**src/inc/cansl_pkg.sv**
```systemverilog
package cansl_pkg;

    // ------------------------------------------------------------
    // Timing
    // ------------------------------------------------------------
    localparam int unsigned CLK_HZ = 40_000_000;
    localparam int unsigned SLOT_MS = 200;
    localparam int unsigned SLOT_CYCLES = CLK_HZ / 1000 * SLOT_MS;
    localparam int unsigned PHASE_W = 3;
    localparam logic [PHASE_W-1:0] PHASE_RESET = 3'h0;
    localparam logic [PHASE_W-1:0] PHASE_LAST_SHORT = 3'h1;
    localparam logic [PHASE_W-1:0] PHASE_LAST_LONG = 3'h4;
    localparam logic [PHASE_W-1:0] PHASE_RED_SHORT = 3'h1;
    localparam logic [PHASE_W-1:0] PHASE_RED_LONG = 3'h2;

    // ------------------------------------------------------------
    // Bit rate selection
    // ------------------------------------------------------------
    typedef enum logic [2:0] {
        CANSL_RATE_20K,
        CANSL_RATE_25K,
        CANSL_RATE_50K,
        CANSL_RATE_100K,
        CANSL_RATE_125K,
        CANSL_RATE_250K,
        CANSL_RATE_500K,
        CANSL_RATE_1000K
    } cansl_rate_t;
    localparam logic [2:0] RATE_RESET = 3'h7;

    // ------------------------------------------------------------
    // Displayed states
    // ------------------------------------------------------------
    typedef enum logic [1:0] {
        CANSL_NMT_PREOP,
        CANSL_NMT_STOPPED,
        CANSL_NMT_OPERATIONAL,
        CANSL_NMT_OTHER
    } cansl_nmt_t;

    typedef enum logic [2:0] {
        CANSL_SHOW_PREOP,
        CANSL_SHOW_STOPPED,
        CANSL_SHOW_OPERATIONAL,
        CANSL_SHOW_BUS_OFF,
        CANSL_SHOW_BAD_CONFIG,
        CANSL_SHOW_WARNING,
        CANSL_SHOW_DARK
    } cansl_show_t;

    typedef struct packed {
        logic bus_off;
        logic bad_config;
        logic warning;
    } cansl_fault_t;

    typedef struct packed {
        logic red;
        logic green;
    } cansl_lamp_t;

endpackage

```
**src/rtl/cansl_led.sv**
```systemverilog
`timescale 1ns/10ps
// Summary of operation
// - One pattern generator drives red/green lamp
// - Pre-operational: green one slot, dark one
// - Stopped: green one slot, four dark
// - Operational without error: steady green
// - Warning level: red one slot, four dark
// - Red and green patterns offset: green in slot 0, red in slot 1 of 2 or 2 of 5
// - Red wins over green in same slot
// - Eight selectable CAN bit rates supported
module cansl_led #(
    parameter int unsigned SLOT_PERIOD = cansl_pkg::SLOT_CYCLES
) (
    // Clock and reset
    input wire logic CLK,
    input wire logic RST,
    // Network management and controller status
    input wire cansl_pkg::cansl_nmt_t NMT_STATE,
    input wire cansl_pkg::cansl_fault_t FAULTS,
    // Bit rate configuration
    input wire logic [2:0] CAN_BITRATE_SETTING,
    input wire logic BITRATE_LOAD,
    output cansl_pkg::cansl_rate_t BITRATE_ACTIVE,
    // Lamp
    output cansl_pkg::cansl_lamp_t NETWORK_STATE_LAMP,
    output cansl_pkg::cansl_show_t SHOWN_STATE
);
    cansl_pkg::cansl_show_t nmt_show;
    cansl_pkg::cansl_show_t next_show;
    cansl_pkg::cansl_show_t show;
    cansl_pkg::cansl_rate_t next_rate;
    logic [cansl_pkg::PHASE_W-1:0] phase;
    logic [cansl_pkg::PHASE_W-1:0] phase_last;
    logic phase_wrap;
    logic changed;
    logic tick;
    logic red_on;
    logic green_on;
    logic green_shown;

    // ------------------------------------------------------------
    // Network management state to pattern
    // ------------------------------------------------------------
    always_comb begin
        unique case (NMT_STATE)
            cansl_pkg::CANSL_NMT_PREOP: begin
                nmt_show = cansl_pkg::CANSL_SHOW_PREOP;
            end
            cansl_pkg::CANSL_NMT_STOPPED: begin
                nmt_show = cansl_pkg::CANSL_SHOW_STOPPED;
            end
            cansl_pkg::CANSL_NMT_OPERATIONAL: begin
                nmt_show = cansl_pkg::CANSL_SHOW_OPERATIONAL;
            end
            // Unknown node state leaves the lamp dark
            cansl_pkg::CANSL_NMT_OTHER: begin
                nmt_show = cansl_pkg::CANSL_SHOW_DARK;
            end
        endcase
    end

    // ------------------------------------------------------------
    // Fault priority over the run indication
    // ------------------------------------------------------------
    always_comb begin
        if (FAULTS.bus_off) begin
            next_show = cansl_pkg::CANSL_SHOW_BUS_OFF;
        end else if (FAULTS.bad_config) begin
            next_show = cansl_pkg::CANSL_SHOW_BAD_CONFIG;
        end else if (FAULTS.warning) begin
            next_show = cansl_pkg::CANSL_SHOW_WARNING;
        end else begin
            next_show = nmt_show;
        end
    end

    // ------------------------------------------------------------
    // Restart on displayed state change
    // ------------------------------------------------------------
    assign changed = (next_show != show);

    // ------------------------------------------------------------
    // Displayed state register
    // ------------------------------------------------------------

    always_ff @(posedge CLK) begin
        if (RST) begin
            show <= cansl_pkg::CANSL_SHOW_DARK;
        end else begin
            show <= next_show;
        end
    end

    // ------------------------------------------------------------
    // Slot tick and phase
    // ------------------------------------------------------------
    cansl_tick #(
        .PERIOD(SLOT_PERIOD)
    ) u_tick (
        .clk(CLK),
        .rst(RST),
        .restart(changed),
        .tick(tick)
    );

    // ------------------------------------------------------------
    // Pattern length per displayed state
    // ------------------------------------------------------------
    always_comb begin
        unique case (show)
            cansl_pkg::CANSL_SHOW_STOPPED,
            cansl_pkg::CANSL_SHOW_WARNING: begin
                phase_last = cansl_pkg::PHASE_LAST_LONG;
            end
            default: begin
                phase_last = cansl_pkg::PHASE_LAST_SHORT;
            end
        endcase
    end

    // ------------------------------------------------------------
    // Slot position within the pattern
    // ------------------------------------------------------------
    assign phase_wrap = (phase >= phase_last);

    always_ff @(posedge CLK) begin
        if (RST || changed) begin
            phase <= cansl_pkg::PHASE_RESET;
        end else if (tick) begin
            if (phase_wrap) begin
                phase <= cansl_pkg::PHASE_RESET;
            end else begin
                phase <= phase + 3'h1;
            end
        end
    end

    // ------------------------------------------------------------
    // Pattern generator
    // ------------------------------------------------------------
    // Green lights in slot 0; red lights in slot 1 of 2 or slot 2 of 5.
    always_comb begin
        green_on = 1'b0;
        unique case (show)
            cansl_pkg::CANSL_SHOW_PREOP: begin
                green_on = (phase == cansl_pkg::PHASE_RESET);
            end
            cansl_pkg::CANSL_SHOW_STOPPED: begin
                green_on = (phase == cansl_pkg::PHASE_RESET);
            end
            cansl_pkg::CANSL_SHOW_OPERATIONAL: begin
                green_on = 1'b1;
            end
            default: begin
                green_on = 1'b0;
            end
        endcase
    end

    always_comb begin
        red_on = 1'b0;
        unique case (show)
            cansl_pkg::CANSL_SHOW_BUS_OFF: begin
                red_on = 1'b1;
            end
            cansl_pkg::CANSL_SHOW_BAD_CONFIG: begin
                red_on = (phase == cansl_pkg::PHASE_RED_SHORT);
            end
            // Warning red sits mid-pattern, slot 2 of 5
            cansl_pkg::CANSL_SHOW_WARNING: begin
                red_on = (phase == cansl_pkg::PHASE_RED_LONG);
            end
            default: begin
                red_on = 1'b0;
            end
        endcase
    end

    // ------------------------------------------------------------
    // Lamp output, red over green
    // ------------------------------------------------------------
    assign green_shown = green_on && !red_on;

    always_ff @(posedge CLK) begin
        if (RST) begin
            NETWORK_STATE_LAMP <= '0;
        end else begin
            NETWORK_STATE_LAMP.red <= red_on;
            NETWORK_STATE_LAMP.green <= green_shown;
        end
    end

    // ------------------------------------------------------------
    // Displayed state report
    // ------------------------------------------------------------

    always_ff @(posedge CLK) begin
        if (RST) begin
            SHOWN_STATE <= cansl_pkg::CANSL_SHOW_DARK;
        end else begin
            SHOWN_STATE <= show;
        end
    end

    // ------------------------------------------------------------
    // Bit rate setting
    // ------------------------------------------------------------
    // Hold the stored code until a new one is loaded
    assign next_rate = BITRATE_LOAD
        ? cansl_pkg::cansl_rate_t'(CAN_BITRATE_SETTING)
        : BITRATE_ACTIVE;

    always_ff @(posedge CLK) begin
        if (RST) begin
            BITRATE_ACTIVE <= cansl_pkg::cansl_rate_t'(cansl_pkg::RATE_RESET);
        end else begin
            BITRATE_ACTIVE <= next_rate;
        end
    end
endmodule

```
**src/rtl/cansl_tick.sv**
```systemverilog
`timescale 1ns/10ps
module cansl_tick #(
    parameter int unsigned PERIOD = cansl_pkg::SLOT_CYCLES
) (
    // Clock and reset
    input wire logic clk,
    input wire logic rst,
    // Control
    input wire logic restart,
    output logic tick
);
    localparam int unsigned CW = $clog2(PERIOD + 1);
    localparam logic [CW-1:0] LAST = CW'(PERIOD - 1);

    logic [CW-1:0] count;

    // ------------------------------------------------------------
    // Slot counter
    // ------------------------------------------------------------
    always_ff @(posedge clk) begin
        if (rst || restart || count == LAST) begin
            count <= '0;
        end else begin
            count <= count + CW'(1);
        end
    end

    assign tick = (count == LAST) && !restart;
endmodule

```
**config.mk**
```make
export PLATFORM = sky130hd
export DESIGN_NAME = cansl_led
export DESIGN_NICKNAME = d
export VERILOG_FILES = /design/src/inc/cansl_pkg.sv /design/src/rtl/cansl_led.sv /design/src/rtl/cansl_tick.sv
export SDC_FILE = /design/constraint.sdc
export NUM_CORES = 1
export LEC_CHECK = 0
export BUFFER_PORTS_ARGS = -buffer_cell sky130_fd_sc_hd__buf_4
export CORE_MARGIN = 3
export CORE_UTILIZATION = 50
export DETAILED_ROUTE_END_ITERATION = 6
export PLACE_DENSITY = 0.77
export REMOVE_ABC_BUFFERS = 1
export SETUP_SLACK_MARGIN = 0.02
export SYNTH_ARGS = -nofsm -noshare
export SYNTH_HDL_FRONTEND = slang
export SYNTH_SLANG_ARGS = --single-unit
export TNS_END_PERCENT = 50
```
**constraint.sdc**
```tcl
create_clock -name CLK -period 2.6 [get_ports CLK]
set_input_delay 0.39 -clock CLK [delete_from_list [all_inputs] [get_ports CLK]]
set_output_delay 0.39 -clock CLK [all_outputs]
set_load 0.05 [all_outputs]
```
==> run metrics <==
Net Sw Frac 0.227; outcome finished clean; # hold bufs at CTS 0; Post-Syn Area 1710 um2; share of post-route cells with drive strength above 1 0.171; Horiz. Die Dim 64.5 um; TritonRoute pass-1 iters 4; Seq/Total Area, Yosys 0.433; port bufs 18; Vias 1338; first-pass GRT wire length 5200 um; RSZ-0062 raised after global routing false; GRT Overall Usage 0.160; Final Cell Area 1950 um2; DRC Markers 0; Final Hold Viols 0; number of global-route vias before repair 1228; Core Area 3150 um2; WL final 2970 um; Peak VDD IR 0.000363 V; DR vias/cell 5.25; element type at the critical path end register; diode count 0; Worst Hold Margin 0.247 ns; Final TNS setup 0 ns; die height 64.5 um; pin count of the biggest net entering global routing 20; Max Clock Skew 0.0102 ns; Leakage Power 0.710 nW; Worst-path clk slew 0.10 ns; Peak Freq 505 MHz; Syn Area/Cell 9.04 um2; Total Power 1.05 mW; clock latency on the worst-skew pair 0.34 ns; post-synthesis cell type count 46; ANT nets after route 0; clk root buf clkbuf_4; clock tree buffer depth 2; total grt overflow 0; CP arrival 2.25 ns; Slew @ Worst Pin 0.652 ns; setup bufs post-CTS 0; post-detail-place hpwl 2170 um; sw power 0.238 mW; Post-Place Cell Area 1880 um2; Post-Syn Instances 189; clock power share 0.356; die area 4160 um2; Final setup viols 0; period utilisation layout 0.761; YS warnings 0; max-cap violations 0; CP max stage cell dfxtp_1; Total Nets Final 227; Synth Register Bits 37; post-CTS sizing 0; I/O Pins 19; H-tree depth 2; worst-path cell chain inv_1 > nand2_1 > ha_1 > nor4b_1 > nor2_1 > or4_1 > a21oi_1; min Tclk post-route 1.98 ns; initial DRC count 60; CP Class reg -> reg; CTS buffer count 5; wire length per cell 11.6 um; area grow syn2layout 14.2%; Slew Limit Headroom 0.562; CTS Sinks 37; power per cell area 537 nW/um2; combinational share of power 0.087; TritonCTS clock tree yes; Place WS 0.617 ns; CP Launch Type register; largest stage delay on the critical path 0.44 ns; Initial Util 0.542; CP required 2.87 ns; Fillers 290; Routability Congestion 0.778; Min-Delay Path Class in -> reg; Max Fanout on Critical Path 7; Slew Viols, Final 0; Seq pwr share 0.557; PnR worst setup slack 0.621 ns; Int Power 0.810 mW; # rows 20; initial antenna violation count 0
[metal layers]
metal / wire [um] / vias to the layer above / GRT usage
met5: 0 / - / 0
li1: - / 697 / -
met2: 1360 / 28 / 0.250
met3: 169 / 5 / 0.0503
met1: 1390 / 608 / 0.196
met4: 53 / 0 / 0.0871
[cell families (layout without fill, tap and decap cells)]
family,count (synthesis),in the layout,share of synthesized area
buf+inv,10,32,0.0271
flops,37,37,0.433
compound gates,19,19,0.0805
xor+xnor,21,21,0.108
simple gates,97,97,0.315
fa+ha+maj,5,5,0.0366
[flip-flops by register name (all words and copies together), names as in the netlist]
signal / count
u_tick.count: 23
BITRATE_ACTIVE: 3
SHOWN_STATE: 3
phase: 3
show: 3
NETWORK_STATE_LAMP: 2
[worst paths after layout]
kind	from	to	slack, ns	cells after the start
setup reg to reg	show[1]	phase[2]	0.62	7
hold / removal	CAN_BITRATE_SETTING[1]	BITRATE_ACTIVE[1]	0.25	2
hold reg to reg	u_tick.count[0]	u_tick.count[0]	0.47	1
setup / recovery	show[1]	phase[2]	0.62	7
[synthesized netlist by cell type, drive strengths merged]
| cell | instances | share of area |
|---|---|---|
| xor2 | 13 | 0.067 |
| nand2b | 2 | 0.0073 |
| buf | 2 | 0.0095 |
| ha | 5 | 0.037 |
| a211oi | 1 | 0.0044 |
| o2111ai | 1 | 0.0051 |
| inv | 7 | 0.015 |
| dfxtp | 37 | 0.43 |
| nand3 | 6 | 0.020 |
| nor3b | 2 | 0.0088 |
| o21ai | 2 | 0.0059 |
| nor2 | 36 | 0.081 |
| o41ai | 1 | 0.0051 |
| nand4 | 5 | 0.018 |
| and4 | 3 | 0.015 |
| nand2 | 14 | 0.031 |
| and2b | 1 | 0.0051 |
| o21bai | 1 | 0.0044 |
| a2111oi | 1 | 0.0051 |
| a211o | 4 | 0.020 |
| a21o | 1 | 0.0044 |
| or3 | 2 | 0.0081 |
| a22oi | 1 | 0.0044 |
| or3b | 2 | 0.010 |
| o32ai | 1 | 0.0051 |
| xnor2 | 8 | 0.041 |
| or2 | 2 | 0.0073 |
| and2 | 1 | 0.0037 |
| or4 | 2 | 0.0088 |
| a21oi | 4 | 0.012 |
| o31ai | 1 | 0.0044 |
| nor4b | 3 | 0.015 |
| nand3b | 1 | 0.012 |
| nor2b | 5 | 0.018 |
| clkbuf | 1 | 0.0022 |
| nor3 | 6 | 0.020 |
| nor4 | 2 | 0.016 |
| and3 | 2 | 0.0081 |
[worst max-delay path, delay by kind of cell (launching register included)]
kind                     cells  cell delay (ns)
AO/OA/AOI/OAI                1             0.14
adder cells (fa/ha/maj)      1             0.23
AND/OR/NAND/NOR              4             1.00
flip-flops                   1             0.44
buffers and inverters        1             0.11
[placed cells by master (no fill, tap or decap), types with 2 or more instances in the layout]
master / synthesis / layout
a21oi_1: 4 / 4
nor3_1: 5 / 5
buf_4: 0 / 18
inv_1: 7 / 7
or4_1: 2 / 2
nand2_1: 14 / 14
nor2_1: 35 / 35
nand4_1: 5 / 5
nor3b_1: 2 / 2
nand2b_1: 2 / 2
a211o_1: 4 / 4
xnor2_1: 8 / 8
nand3_1: 5 / 5
nor2b_1: 5 / 5
ha_1: 5 / 5
nor4b_1: 3 / 3
or2_2: 2 / 2
xor2_1: 13 / 13
clkbuf_4: 0 / 5
dfxtp_1: 37 / 37
and4_1: 3 / 3
o21ai_0: 2 / 2
[metrics by stage]
stage	std cells	util
2_1_floorplan	186	-
3_3_place_gp	248	0.596
3_5_place_dp	248	0.596
4_1_cts	255	0.619
5_1_grt	255	0.619
6_report	255	0.619
[area by class of cell]
cell class | count | area [um2] | share of cell area
timing repair buffer | 18 | 135 | 0.0692
clock inverter | 2 | 35.0 | 0.0179
clock buffer | 5 | 37.5 | 0.0192
tap | 44 | 55.1 | 0.0282
multi-input combinational | 142 | 922 | 0.472
inverter | 7 | 26.3 | 0.0135
sequential | 37 | 741 | 0.379
[power by group through the flow]
| stage | combinational, mW | clock [mW] | sequential (mW) |
|---|---|---|---|
| final | 0.0913 | 0.373 | 0.583 |
| after global routing | 0.0987 | 0.410 | 0.586 |
| after CTS | 0.0922 | 0.387 | 0.584 |
| after detailed placement | 0.0920 | 0 | 0.597 |
| after global placement | 0.0894 | 0 | 0.596 |
| after floorplan | 0.0338 | 0 | 0.618 |
Note: power is estimated with default switching activity, not from simulation.
